==> config.mk <==
export PLATFORM = sky130hd
export DESIGN_NAME = dpcc_top
export DESIGN_NICKNAME = d
export VERILOG_FILES = /design/src/hdl/dpcc_pkg.sv /design/src/hdl/dpcc_sync.sv /design/src/hdl/dpcc_wb_regs.sv /design/src/hdl/dpcc_top.sv
export VERILOG_INCLUDE_DIRS = /design/src /design/src/hdl
export SDC_FILE = /design/constraint.sdc
export NUM_CORES = 1
export LEC_CHECK = 0
export ABC_AREA = 0
export BUFFER_PORTS_ARGS = -buffer_cell sky130_fd_sc_hd__buf_2
export CAP_MARGIN = 10
export CORE_MARGIN = 4
export CORE_UTILIZATION = 54
export DETAILED_ROUTE_END_ITERATION = 16
export PLACE_DENSITY = 0.8
export SLEW_MARGIN = 20
export SYNTH_ARGS = -nofsm -noshare
export SYNTH_HDL_FRONTEND = slang
export SYNTH_SLANG_ARGS = --single-unit
==> constraint.sdc <==
create_clock -name clk -period 4.4 [get_ports clk]
set_input_delay 1.1 -clock clk [delete_from_list [all_inputs] [get_ports clk]]
set_output_delay 1.1 -clock clk [all_outputs]
set_load 0.02 [all_outputs]
==> src/hdl/dpcc_regs.svh <==
// Register offsets, field positions, reset values and timing counts
`ifndef DPCC_REGS_SVH
`define DPCC_REGS_SVH

// Register byte offsets on the Wishbone bus
`define DPCC_OFF_CHG_EN      8'h00
`define DPCC_OFF_CTRL        8'h04
`define DPCC_OFF_STATUS      8'h08
`define DPCC_OFF_STRAP       8'h0c

// Control register field positions
`define DPCC_CTRL_FULL_SEQ   0
`define DPCC_CTRL_AUTO_DIS_N 1
`define DPCC_CTRL_VENDOR_EN  2
`define DPCC_CTRL_HICUR_SEL  4

// Reset values: charging off, auto on, highest divider selected
`define DPCC_RST_CHG_EN      4'h0
`define DPCC_RST_CTRL        5'h10

// Status register field positions
`define DPCC_STAT_MODE_LSB   0
`define DPCC_STAT_PWR_LSB    12

// Strap register field positions
`define DPCC_STRAP_CHG_LSB   0
`define DPCC_STRAP_MGMT_N    4
`define DPCC_STRAP_POL       5
`define DPCC_STRAP_EEPROM    6
`define DPCC_STRAP_MODE      7

// Power-enable gap during a mode change
`define DPCC_CLK_MHZ         20
`define DPCC_PWR_GAP_US      100
`define DPCC_PWR_GAP_CYCLES  (`DPCC_PWR_GAP_US * `DPCC_CLK_MHZ)

`endif

==> src/hdl/dpcc_pkg.sv <==
// Types shared by the port charging controller
package dpcc_pkg;

  // Charging mode of one downstream port
  typedef enum logic [2:0] {
    MODE_OFF,
    MODE_CDP,
    MODE_DCP,
    MODE_DIV_HIGH,
    MODE_DIV_MID,
    MODE_DIV_LOW,
    MODE_VENDOR,
    MODE_GAP
  } dpcc_mode_t;

endpackage : dpcc_pkg

==> src/hdl/dpcc_sync.sv <==
// Two-flop synchroniser for pin inputs
`timescale 1ns/100ps
module dpcc_sync #(
  parameter int WIDTH = 1
) (
  // Clock and reset
  input  wire logic             clk,
  input  wire logic             srst,
  // Asynchronous in, synchronous out
  input  wire logic [WIDTH-1:0] asyncIn,
  output logic      [WIDTH-1:0] syncOut
);

  logic [WIDTH-1:0] meta_r;
  logic [WIDTH-1:0] meta_nxt;
  logic [WIDTH-1:0] sync_r;
  logic [WIDTH-1:0] sync_nxt;

  // First stage is only read by the second
  always_comb begin
    meta_nxt = asyncIn;
    sync_nxt = meta_r;
  end

  always_ff @(posedge clk) begin
    if (srst) begin
      meta_r <= '0;
      sync_r <= '0;
    end else begin
      meta_r <= meta_nxt;
      sync_r <= sync_nxt;
    end
  end

  assign syncOut = sync_r;

endmodule : dpcc_sync

==> src/hdl/dpcc_wb_regs.sv <==
// Wishbone classic slave holding the charging configuration registers
`timescale 1ns/100ps
`include "dpcc_regs.svh"
module dpcc_wb_regs import dpcc_pkg::*; (
  // Clock and reset
  input  wire logic        clk,
  input  wire logic        srst,
  // Wishbone slave
  input  wire logic        wb_cyc_i,
  input  wire logic        wb_stb_i,
  input  wire logic        wb_we_i,
  input  wire logic [7:0]  wb_adr_i,
  input  wire logic [3:0]  wb_sel_i,
  input  wire logic [31:0] wb_dat_i,
  output logic      [31:0] wb_dat_o,
  output logic             wb_ack_o,
  // Register contents and read-only state
  output logic      [3:0]  chgEn,
  output logic      [4:0]  ctrl,
  input  wire logic [15:0] statusWord,
  input  wire logic [7:0]  strapWord
);

  logic        ack_r;
  logic        ack_nxt;
  logic [31:0] rdat_r;
  logic [31:0] rdat_nxt;
  logic [3:0]  chgEn_r;
  logic [3:0]  chgEn_nxt;
  logic [4:0]  ctrl_r;
  logic [4:0]  ctrl_nxt;
  logic        req;
  logic        wrTake;

  // Ack one cycle after the request; write lands when master sees ack
  always_comb begin
    req       = wb_cyc_i & wb_stb_i;
    wrTake    = req & wb_we_i & ack_r & wb_sel_i[0];
    ack_nxt   = req & ~ack_r;
    chgEn_nxt = chgEn_r;
    ctrl_nxt  = ctrl_r;
    rdat_nxt  = 32'h0;
    if (wrTake && wb_adr_i == `DPCC_OFF_CHG_EN) begin
      chgEn_nxt = wb_dat_i[3:0];
    end else if (wrTake && wb_adr_i == `DPCC_OFF_CTRL) begin
      ctrl_nxt = wb_dat_i[4:0];
    end
    // Unmapped offsets read as zero and ignore writes
    if (wb_adr_i == `DPCC_OFF_CHG_EN) begin
      rdat_nxt = {28'h0, chgEn_r};
    end else if (wb_adr_i == `DPCC_OFF_CTRL) begin
      rdat_nxt = {27'h0, ctrl_r};
    end else if (wb_adr_i == `DPCC_OFF_STATUS) begin
      rdat_nxt = {16'h0, statusWord};
    end else if (wb_adr_i == `DPCC_OFF_STRAP) begin
      rdat_nxt = {24'h0, strapWord};
    end
  end

  always_ff @(posedge clk) begin
    if (srst) begin
      ack_r   <= 1'b0;
      rdat_r  <= 32'h0;
      chgEn_r <= `DPCC_RST_CHG_EN;
      ctrl_r  <= `DPCC_RST_CTRL;
    end else begin
      ack_r   <= ack_nxt;
      rdat_r  <= rdat_nxt;
      chgEn_r <= chgEn_nxt;
      ctrl_r  <= ctrl_nxt;
    end
  end

  assign wb_ack_o = ack_r;
  assign wb_dat_o = rdat_r;
  assign chgEn    = chgEn_r;
  assign ctrl     = ctrl_r;

endmodule : dpcc_wb_regs

==> src/hdl/dpcc_top.sv <==
// Downstream port charging-mode controller for a four-port hub
//
// Behaviour
// - Each port has its own charge enable; clear means no indication.
// - Charging downstream mode only with bus power, configured, port power.
// - Upstream unconnected and enabled gives dedicated charging mode.
// - Divider and vendor modes only when unconnected with auto sequencing.
// - Divider mode drives a fixed level; default is the highest level.
// - High-current select picks highest divider or lower mid level.
// - Unconnected and enabled port drives its power enable active.
// - Auto sequencing disabled keeps the port in dedicated charging mode.
// - Auto on, full sequence clear: start at highest enabled divider.
// - Stay in a divider level while no data-line pull-up is seen.
// - Pull-up in divider: power off, go vendor or dedicated, power on.
// - Pull-up in vendor mode: power off, go dedicated, power on.
// - Pull-up or voltage detect in dedicated: power off, back to divider.
// - Sequence repeats until the upstream port becomes connected.
// - Full sequence steps from the first divider down to the lowest before vendor or dedicated.
// - Serial mode without config memory takes modes from strap pins.
// - Straps for enable, interface select and polarity caught at reset.
// - Auto-sequence control bit is active low; set means plain dedicated.
// - Without full sequence or vendor, alternate one divider and dedicated.
`timescale 1ns/100ps
`include "dpcc_regs.svh"
module dpcc_top import dpcc_pkg::*; #(
  parameter int NPORTS     = 4,
  parameter int GAP_CYCLES = `DPCC_PWR_GAP_CYCLES
) (
  // Clock and reset
  input  wire logic              clk,
  input  wire logic              srst,
  // Wishbone register access
  input  wire logic              wb_cyc_i,
  input  wire logic              wb_stb_i,
  input  wire logic              wb_we_i,
  input  wire logic [7:0]        wb_adr_i,
  input  wire logic [3:0]        wb_sel_i,
  input  wire logic [31:0]       wb_dat_i,
  output logic      [31:0]       wb_dat_o,
  output logic                   wb_ack_o,
  // Upstream state from the hub core (same clock)
  input  wire logic              upstreamVbusValid,
  input  wire logic              upstreamConfigured,
  input  wire logic [NPORTS-1:0] hostPortPower,
  // Per-port data-line detectors (pins)
  input  wire logic [NPORTS-1:0] dpPullupDetect,
  input  wire logic [NPORTS-1:0] dataLineVoltageDetect,
  // Strap pins
  input  wire logic [NPORTS-1:0] chargeEnableStrap,
  input  wire logic              mgmtInterfaceSelectN,
  input  wire logic              powerEnablePolarityStrap,
  input  wire logic              eepromPresent,
  // Port outputs
  output logic      [NPORTS-1:0] portPowerEnable,
  output logic      [3*NPORTS-1:0] portModeCode
);

  localparam int CW = $clog2(GAP_CYCLES + 1);

  logic [3:0]        regChgEn;
  logic [4:0]        regCtrl;
  logic [15:0]       statusWord;
  logic [7:0]        strapWord;
  logic [NPORTS-1:0] pullSync;
  logic [NPORTS-1:0] vdatSync;
  logic [NPORTS-1:0] strapChgSync;
  logic              strapMgmtNSync;
  logic              strapPolSync;
  logic              strapEepromSync;

  // Register bus slave
  dpcc_wb_regs u_regs (
    .clk        (clk),
    .srst       (srst),
    .wb_cyc_i   (wb_cyc_i),
    .wb_stb_i   (wb_stb_i),
    .wb_we_i    (wb_we_i),
    .wb_adr_i   (wb_adr_i),
    .wb_sel_i   (wb_sel_i),
    .wb_dat_i   (wb_dat_i),
    .wb_dat_o   (wb_dat_o),
    .wb_ack_o   (wb_ack_o),
    .chgEn      (regChgEn),
    .ctrl       (regCtrl),
    .statusWord (statusWord),
    .strapWord  (strapWord)
  );

  // Detector pins and straps come from outside the clock domain
  dpcc_sync #(.WIDTH(2*NPORTS)) u_syncDet (
    .clk     (clk),
    .srst    (srst),
    .asyncIn ({dpPullupDetect, dataLineVoltageDetect}),
    .syncOut ({pullSync, vdatSync})
  );

  dpcc_sync #(.WIDTH(NPORTS+3)) u_syncStrap (
    .clk     (clk),
    .srst    (1'b0),
    .asyncIn ({chargeEnableStrap, mgmtInterfaceSelectN,
               powerEnablePolarityStrap, eepromPresent}),
    .syncOut ({strapChgSync, strapMgmtNSync, strapPolSync,
               strapEepromSync})
  );

  // Strap capture; sync chain is not reset so it is live at release
  logic              rstDly_r;
  logic              rstDly_nxt;
  logic [NPORTS-1:0] strapChg_r;
  logic [NPORTS-1:0] strapChg_nxt;
  logic              strapMgmtN_r;
  logic              strapMgmtN_nxt;
  logic              strapPol_r;
  logic              strapPol_nxt;
  logic              strapEeprom_r;
  logic              strapEeprom_nxt;

  always_comb begin
    rstDly_nxt      = srst;
    strapChg_nxt    = strapChg_r;
    strapMgmtN_nxt  = strapMgmtN_r;
    strapPol_nxt    = strapPol_r;
    strapEeprom_nxt = strapEeprom_r;
    if (rstDly_r && !srst) begin
      strapChg_nxt    = strapChgSync;
      strapMgmtN_nxt  = strapMgmtNSync;
      strapPol_nxt    = strapPolSync;
      strapEeprom_nxt = strapEepromSync;
    end
  end

  always_ff @(posedge clk) begin
    if (srst) begin
      rstDly_r      <= 1'b1;
      strapChg_r    <= '0;
      strapMgmtN_r  <= 1'b0;
      strapPol_r    <= 1'b1;
      strapEeprom_r <= 1'b0;
    end else begin
      rstDly_r      <= rstDly_nxt;
      strapChg_r    <= strapChg_nxt;
      strapMgmtN_r  <= strapMgmtN_nxt;
      strapPol_r    <= strapPol_nxt;
      strapEeprom_r <= strapEeprom_nxt;
    end
  end

  // Effective configuration: straps override registers in serial mode without config memory
  logic              strapMode;
  logic [NPORTS-1:0] enEff;
  logic              autoOn;
  logic              fullSeq;
  logic              hiCur;
  logic              vendorEn;
  logic              usConnected;
  dpcc_mode_t        firstDiv;

  always_comb begin
    strapMode   = strapMgmtN_r & ~strapEeprom_r;
    enEff       = strapMode ? strapChg_r : regChgEn[NPORTS-1:0];
    autoOn      = strapMode | ~regCtrl[`DPCC_CTRL_AUTO_DIS_N];
    fullSeq     = strapMode | regCtrl[`DPCC_CTRL_FULL_SEQ];
    hiCur       = strapMode | regCtrl[`DPCC_CTRL_HICUR_SEL];
    vendorEn    = regCtrl[`DPCC_CTRL_VENDOR_EN];
    usConnected = upstreamVbusValid;
    // Highest enabled divider level
    firstDiv    = hiCur ? MODE_DIV_HIGH : MODE_DIV_MID;
  end

  // Per-port mode sequencer
  dpcc_mode_t        mode_r   [NPORTS];
  dpcc_mode_t        mode_nxt [NPORTS];
  dpcc_mode_t        target_r [NPORTS];
  dpcc_mode_t        target_nxt [NPORTS];
  logic [CW-1:0]     gapCnt_r [NPORTS];
  logic [CW-1:0]     gapCnt_nxt [NPORTS];
  logic [NPORTS-1:0] pullDly_r;
  logic [NPORTS-1:0] vdatDly_r;
  logic [NPORTS-1:0] pwrPin_r;
  logic [NPORTS-1:0] pwrPin_nxt;
  logic [NPORTS-1:0] pwrActive;

  genvar gi;
  generate
    for (gi = 0; gi < NPORTS; gi++) begin : g_port
      logic       pullEdge;
      logic       vdatEdge;
      dpcc_mode_t afterDiv;

      // Edges only, so a pull-up that stays high moves one step
      always_comb begin
        pullEdge = pullSync[gi] & ~pullDly_r[gi];
        vdatEdge = vdatSync[gi] & ~vdatDly_r[gi];
        afterDiv = vendorEn ? MODE_VENDOR : MODE_DCP;
        mode_nxt[gi]   = mode_r[gi];
        target_nxt[gi] = target_r[gi];
        gapCnt_nxt[gi] = gapCnt_r[gi];
        if (!enEff[gi]) begin
          mode_nxt[gi] = MODE_OFF;
        end else if (usConnected) begin
          // Leaving the sequence also ends any pending gap
          mode_nxt[gi] = (upstreamConfigured && hostPortPower[gi]) ?
                         MODE_CDP : MODE_OFF;
        end else if (!autoOn) begin
          mode_nxt[gi] = MODE_DCP;
        end else begin
          case (mode_r[gi])
            MODE_DIV_HIGH: begin
              if (pullEdge) begin
                mode_nxt[gi]   = MODE_GAP;
                target_nxt[gi] = fullSeq ? MODE_DIV_MID : afterDiv;
                gapCnt_nxt[gi] = CW'(GAP_CYCLES - 1);
              end
            end
            MODE_DIV_MID: begin
              if (pullEdge) begin
                mode_nxt[gi]   = MODE_GAP;
                target_nxt[gi] = fullSeq ? MODE_DIV_LOW : afterDiv;
                gapCnt_nxt[gi] = CW'(GAP_CYCLES - 1);
              end
            end
            MODE_DIV_LOW: begin
              if (pullEdge) begin
                mode_nxt[gi]   = MODE_GAP;
                target_nxt[gi] = afterDiv;
                gapCnt_nxt[gi] = CW'(GAP_CYCLES - 1);
              end
            end
            MODE_VENDOR: begin
              if (pullEdge) begin
                mode_nxt[gi]   = MODE_GAP;
                target_nxt[gi] = MODE_DCP;
                gapCnt_nxt[gi] = CW'(GAP_CYCLES - 1);
              end
            end
            MODE_DCP: begin
              if (pullEdge || vdatEdge) begin
                mode_nxt[gi]   = MODE_GAP;
                target_nxt[gi] = firstDiv;
                gapCnt_nxt[gi] = CW'(GAP_CYCLES - 1);
              end
            end
            MODE_GAP: begin
              if (gapCnt_r[gi] == '0) begin
                mode_nxt[gi] = target_r[gi];
              end else begin
                gapCnt_nxt[gi] = gapCnt_r[gi] - CW'(1);
              end
            end
            default: begin
              // From off or CDP the sequence opens at a divider
              mode_nxt[gi] = firstDiv;
            end
          endcase
        end
        // Power on for any live mode, off in the gap
        pwrActive[gi]  = (mode_nxt[gi] != MODE_OFF) &&
                         (mode_nxt[gi] != MODE_GAP);
        pwrPin_nxt[gi] = pwrActive[gi] ~^ strapPol_r;
      end

      always_ff @(posedge clk) begin
        if (srst) begin
          mode_r[gi]    <= MODE_OFF;
          target_r[gi]  <= MODE_OFF;
          gapCnt_r[gi]  <= '0;
          pullDly_r[gi] <= 1'b0;
          vdatDly_r[gi] <= 1'b0;
          pwrPin_r[gi]  <= 1'b0;
        end else begin
          mode_r[gi]    <= mode_nxt[gi];
          target_r[gi]  <= target_nxt[gi];
          gapCnt_r[gi]  <= gapCnt_nxt[gi];
          pullDly_r[gi] <= pullSync[gi];
          vdatDly_r[gi] <= vdatSync[gi];
          pwrPin_r[gi]  <= pwrPin_nxt[gi];
        end
      end

      // Mode code and status from registered state
      assign portModeCode[3*gi +: 3] = mode_r[gi];
      assign statusWord[`DPCC_STAT_MODE_LSB + 3*gi +: 3] = mode_r[gi];
      assign statusWord[`DPCC_STAT_PWR_LSB + gi] =
        (mode_r[gi] != MODE_OFF) && (mode_r[gi] != MODE_GAP);
    end
  endgenerate

  // Strap readback for software
  always_comb begin
    strapWord = 8'h00;
    strapWord[`DPCC_STRAP_CHG_LSB +: 4] = strapChg_r;
    strapWord[`DPCC_STRAP_MGMT_N]       = strapMgmtN_r;
    strapWord[`DPCC_STRAP_POL]          = strapPol_r;
    strapWord[`DPCC_STRAP_EEPROM]       = strapEeprom_r;
    strapWord[`DPCC_STRAP_MODE]         = strapMode;
  end

  // Pin level; during reset all enables read low
  assign portPowerEnable = pwrPin_r;

endmodule : dpcc_top

Word level (Yosys, flattened, before mapping)
Memory sizes are Yosys's and may differ from the RTL's.
Index checks and enable logic that the tools add are counted.

word-level totals
  memories = 3
  flip-flop bits (word level) = 92
  bits in writable memories = 68
  output and inout bits = 49

memory list
  memory    words  width  rd ports  clocked after memory_dff  wr ports  RTL line         source
  gapCnt_r  4      11     4         0                         4         dpcc_top.sv:175  logic [CW-1:0] gapCnt_r [NPORTS];
  mode_r    4      3      4         0                         4         dpcc_top.sv:171  dpcc_mode_t mode_r [NPORTS];
  target_r  4      3      4         0                         4         dpcc_top.sv:173  dpcc_mode_t target_r [NPORTS];

operators by class
  $add $sub $neg = 4
  mux-type cells = 120
  reduce and logical (&&, ||, !) cells = 41
  equal/unequal tests = 35
  bitwise logic cells = 45

operator list
  operator               number
  $mux 11                28
  $mux 3                 68
  $pmux 11 s3            4
  $pmux 3 s5             4
  $eq 3x3->1 const B     16
  $logic_not 11->1       4
  $sub 11x1->11 const B  4
  $pmux 3 s3             4
  $eq 3x2->1 const B     8
  $ne 3x3->1 const B     8
  $reduce_bool 3->1      8
  $reduce_or 4->1        5
  $eq 8x4->1 const B     2
  $mux 16                1
  $logic_and 1x1->1      15
  $or 1x1->1             15
  $and 1x1->1            14
  $not 1->1              12
  $eq 8x3->1 const B     1
  $logic_not 8->1        1
  $mux 4                 2
  $mux 8                 1
  $mux 1                 7
  $mux 5                 1
  6 further kinds        12

Logic depth before layout (Yosys ltp)
  depth after elaboration = 11
  gate-level depth with buffers = 10
  depth with buffers taken out = 9

Hierarchy
From an unflattened synthesis, not the netlist that was laid out.

second synthesis, totals
  cell total of the unflattened synthesis = 807
  area, all modules = 7145.6 µm²

by module, submodules not included
  module                   instances  area an instance (µm²)  cells each  sequential area each (µm²)
  dpcc_top                 1          5086.1                  636         1761.7
  dpcc_wb_regs             1          1187.4                  109         520.5
  dpcc_sync (u_syncDet)    1          464.2                   33          320.3
  dpcc_sync (u_syncStrap)  1          407.9                   29          280.3

Worst setup path after synthesis
OpenSTA, ideal clock, no wires.

  kind = input to register
  start = input wb_adr_i[7]
  end = register u_regs.rdat_r[13], in the netlist u_regs.wb_dat_o[13]
  stages on the path = 8
  library setup time = 0.078 ns
  setup slack = 1.818 ns
  arrival time = 2.504 ns
  path through = nor4_1 -> nand2_1 -> or2_2 -> inv_1 -> nand2_1 -> or2_2 -> clkbuf_1 -> nor3_1

on the way
  longest elaborated chain between the ends = 2

RTL lines
  element                                                             RTL line            source
  start, declared                                                     dpcc_top.sv:36      input wire logic [7:0] wb_adr_i,
  $eq 8x3->1 (no source line), or another cell as far along           --
  $reduce_or 3->1 (no source line) / $mux 16 (equally long branches)  --
  end signal, assigned                                                dpcc_wb_regs.sv:68  rdat_r <= rdat_nxt;
  end, declared                                                       dpcc_wb_regs.sv:26  logic [31:0] rdat_r;

Several ways; a longest one is shown, not always the timed one.
A chain may end at the register's enable or synchronous reset.

==> flow_metrics.tcl <==
set metrics [dict create \
    outcome "completed" \
    drc 0 \
    fill_cells 1094 \
    grt_usage_pct 21.73 \
    cts-root-buf "clkbuf_16" \
    areaGrowthSynthToFinish_pct 12.03 \
    hold_class "flop to flop" \
    finalMaxSlewViolations 0 \
    die_h_um 121.0 \
    crit_fanout 13 \
    grt_pass1_vias 5418 \
    syn-cell-area_mm2 0.006894 \
    yosys.area.top_type "dfxtp_1" \
    portBuffers 72 \
    synth_top_area_share_pct 41.81 \
    setup_viol 0 \
    clkLatencyLatePin_ns 0.42 \
    dieArea_mm2 0.01464 \
    ir_drop_uv 355.8 \
    ys.flop_type "dfxtp_1" \
    highest_layer "met4" \
    detail_route.first_pass.iterations 5 \
    viasPerCell 5.672 \
    netlist_top_cells_area "dfxtp_1 42%, nor2_1 5.5%, a21oi_1 4.4%" \
    cts.sinks 144 \
    hpwl_um 10920 \
    wirelength_um 15640 \
    synth_edf_count 0 \
    min_path_cells 0 \
    die_w_um 121.0 \
    hold_violations 0 \
    p_leak_nw 2.964 \
    reg2reg_depth 7 \
    wl_met3_um 850 \
    ios 119 \
    fp.coreArea_mm2 0.01257 \
    worst_pin_slew_ns 0.7221 \
    period_share_pct 65.39 \
    rsz0062_at_grt "false" \
    yosysSeqAreaShare_pct 41.81 \
    cts_tree "done" \
    min_period_ns 2.877 \
    synth_seq_cells 144 \
    initial_core_util_pct 54.85 \
    wire_per_inst_um 15.47 \
    required_ns 4.74 \
    critPathCaptureType "flop" \
    std_cell_rows 41 \
    gp_congestion 0.9380 \
    drv_cap 0 \
    post_cts_resized 0 \
    fin_nets 906 \
    wl_met1_um 6916 \
    vias 5734 \
    htreeDepth 4 \
    fmax_ghz 0.3476 \
    relSlewSlack_pct 51.60 \
    cp-start-kind "flop" \
    postRouteAntennaNets 0 \
    clockBufferDepth 2 \
    grt_max_degree 62 \
    fin_tns_setup_ns 0 \
    cts_buffers 17 \
    drt_iter0_markers 441 \
    clk_pin_slew_ns 0.07 \
    synth_cells 792 \
    arrival_ns 3.21 \
    finalPower_mw 2.851 \
    power_density_mw_per_mm2 369.1 \
    path_class "flop to flop" \
    antenna_cells 0 \
    dr_wl_met2_um 7561 \
    drive_gt1_share_pct 16.21 \
    ys_warn_count 0 \
    grt_pass1_wl_um 25560 \
    synth_cell_types 65 \
    cts_setup_buffers 0 \
    synth_area_per_cell_um2 8.705 \
    antenna_found_initial 0 \
    gr-total-overflow 0 \
    skew_ns 0.01078 \
    async_reset_ff_share_pct 0 \
    holdBufCountCts 0 \
]
[power by group]
group / total (mW) / internal, mW / switching (mW)
Clock: 1.39 / 0.794 / 0.599
Sequential: 1.34 / 1.33 / 0.0144
Combinational: 0.117 / 0.0428 / 0.0747
Total: 2.85 / 2.16 / 0.688
[final timing paths]
check                             start                     end  slack (ns)
hold / removal    u_syncStrap.meta_r[4]  u_syncStrap.syncOut[4]        0.32
setup reg to reg           mode_r[1][2]      portPowerEnable[1]        1.52
setup / recovery           mode_r[1][2]      portPowerEnable[1]        1.52
hold reg to reg   u_syncStrap.meta_r[4]  u_syncStrap.syncOut[4]        0.32
[synth_stat cells (3+ instances only)]
master    count
dfxtp_1     144
nor2_1      101
a21oi_1      60
nand2_1      42
nor2b_1      39
clkbuf_1     34
buf_4        30
nor3_1       30
o21ai_0      29
mux2i_1      27
nand2b_1     23
nand3_1      18
inv_1        17
xor2_1       16
a311oi_1     13
ha_1         10
o211ai_1     10
nand4b_1      9
xnor2_1       9
buf_2         8
nor4_2        8
nand3b_1      7
and2_1        6
o21a_1        6
or2_2         6
or3_1         6
a21o_1        5
a31oi_1       5
and3_1        5
a32oi_1       4
mux4_2        4
nand4_1       4
nor4_1        4
a211o_1       3
a21boi_0      3
a311o_1       3
nor3b_1       3
o31ai_1       3
[worst max-delay path, cell delays in order, from the launching register on]
cell and delay [ns]:
dfxtp_1 0.66, nand2_1 0.17, nor2_1 0.57, o21ai_0 0.18, a311o_1 0.38, and2_1 0.17, mux2i_1 0.42, mux2i_1 0.24
[cells by family after synthesis]
logic type,share of synthesized area [%]
AOI/OAI and AO/OA,16.28
xor gates and xnor gates,3.176
DFF,41.81
adders and majority gates,1.815
and+or+nand+nor,24.74
muxes,5.390
buffers and inverters,6.733
other,0.05439
[layout by cell type, fill, tap and decap left out, drive strengths merged, types with 6 or more instances in the layout]
cell / n
dfxtp: 144
nor2: 103
buf: 74
a21oi: 60
nand2: 42
nor2b: 39
nor3: 31
o21ai: 29
mux2i: 27
inv: 24
nand2b: 23
nand3: 18
clkbuf: 17
xor2: 16
conb: 16
a311oi: 13
nor4: 13
o211ai: 10
ha: 10
nand4b: 9
xnor2: 9
and2: 8
nand3b: 7
or2: 6
o21a: 6
or3: 6
[stage by stage]
stage                     setup WS, ns  util (%)  instance area, um2  cells  hold slack, ns
after floorplan                  1.818         -                6950    807          0.3096
after CTS                        1.547     61.40                7717   1011          0.3264
after global routing             1.246     61.45                7724   1011          0.3390
after detailed placement         1.406     56.83                7143    979          0.3121
after global placement           1.454     56.83                7143    979          0.3100
final                            1.523     61.45                7724   1011          0.3208
[sequential cells by signal, summed over array words and instances (netlist names)]
| signal | flops |
|---|---|
| target_r | 12 |
| u_syncStrap.meta_r | 7 |
| u_syncDet.syncOut | 8 |
| pullDly_r | 4 |
| strapPol_r | 1 |
| u_regs.wb_ack_o | 1 |
| rstDly_r | 1 |
| u_regs.ctrl | 5 |
| mode_r | 12 |
| portPowerEnable | 4 |
| u_regs.chgEn | 4 |
| vdatDly_r | 4 |
| u_regs.wb_dat_o | 16 |
| strapEeprom_r | 1 |
| u_syncDet.meta_r | 8 |
| gapCnt_r | 44 |
| strapMgmtN_r | 1 |
| strapChg_r | 4 |
| u_syncStrap.syncOut | 7 |
[area by class of cell]
type                       instances  area [um2]  area share [%]
multi-input combinational        572        3610           46.74
sequential                       144        2883           37.32
clock buffer                      17       425.4           5.508
timing repair buffer              74       377.9           4.892
tap                              172       215.2           2.786
clock inverter                    15       148.9           1.928
inverter                          17       63.81          0.8262
[routing by layer]
metal | vias to the layer above | global-route usage (%)
met5 | - | 0
met4 | 0 | 8.357
met3 | 29 | 4.569
met2 | 178 | 35.78
met1 | 2709 | 27.99
li1 | 2818 | -
Note: power is estimated with default switching activity, not from simulation.
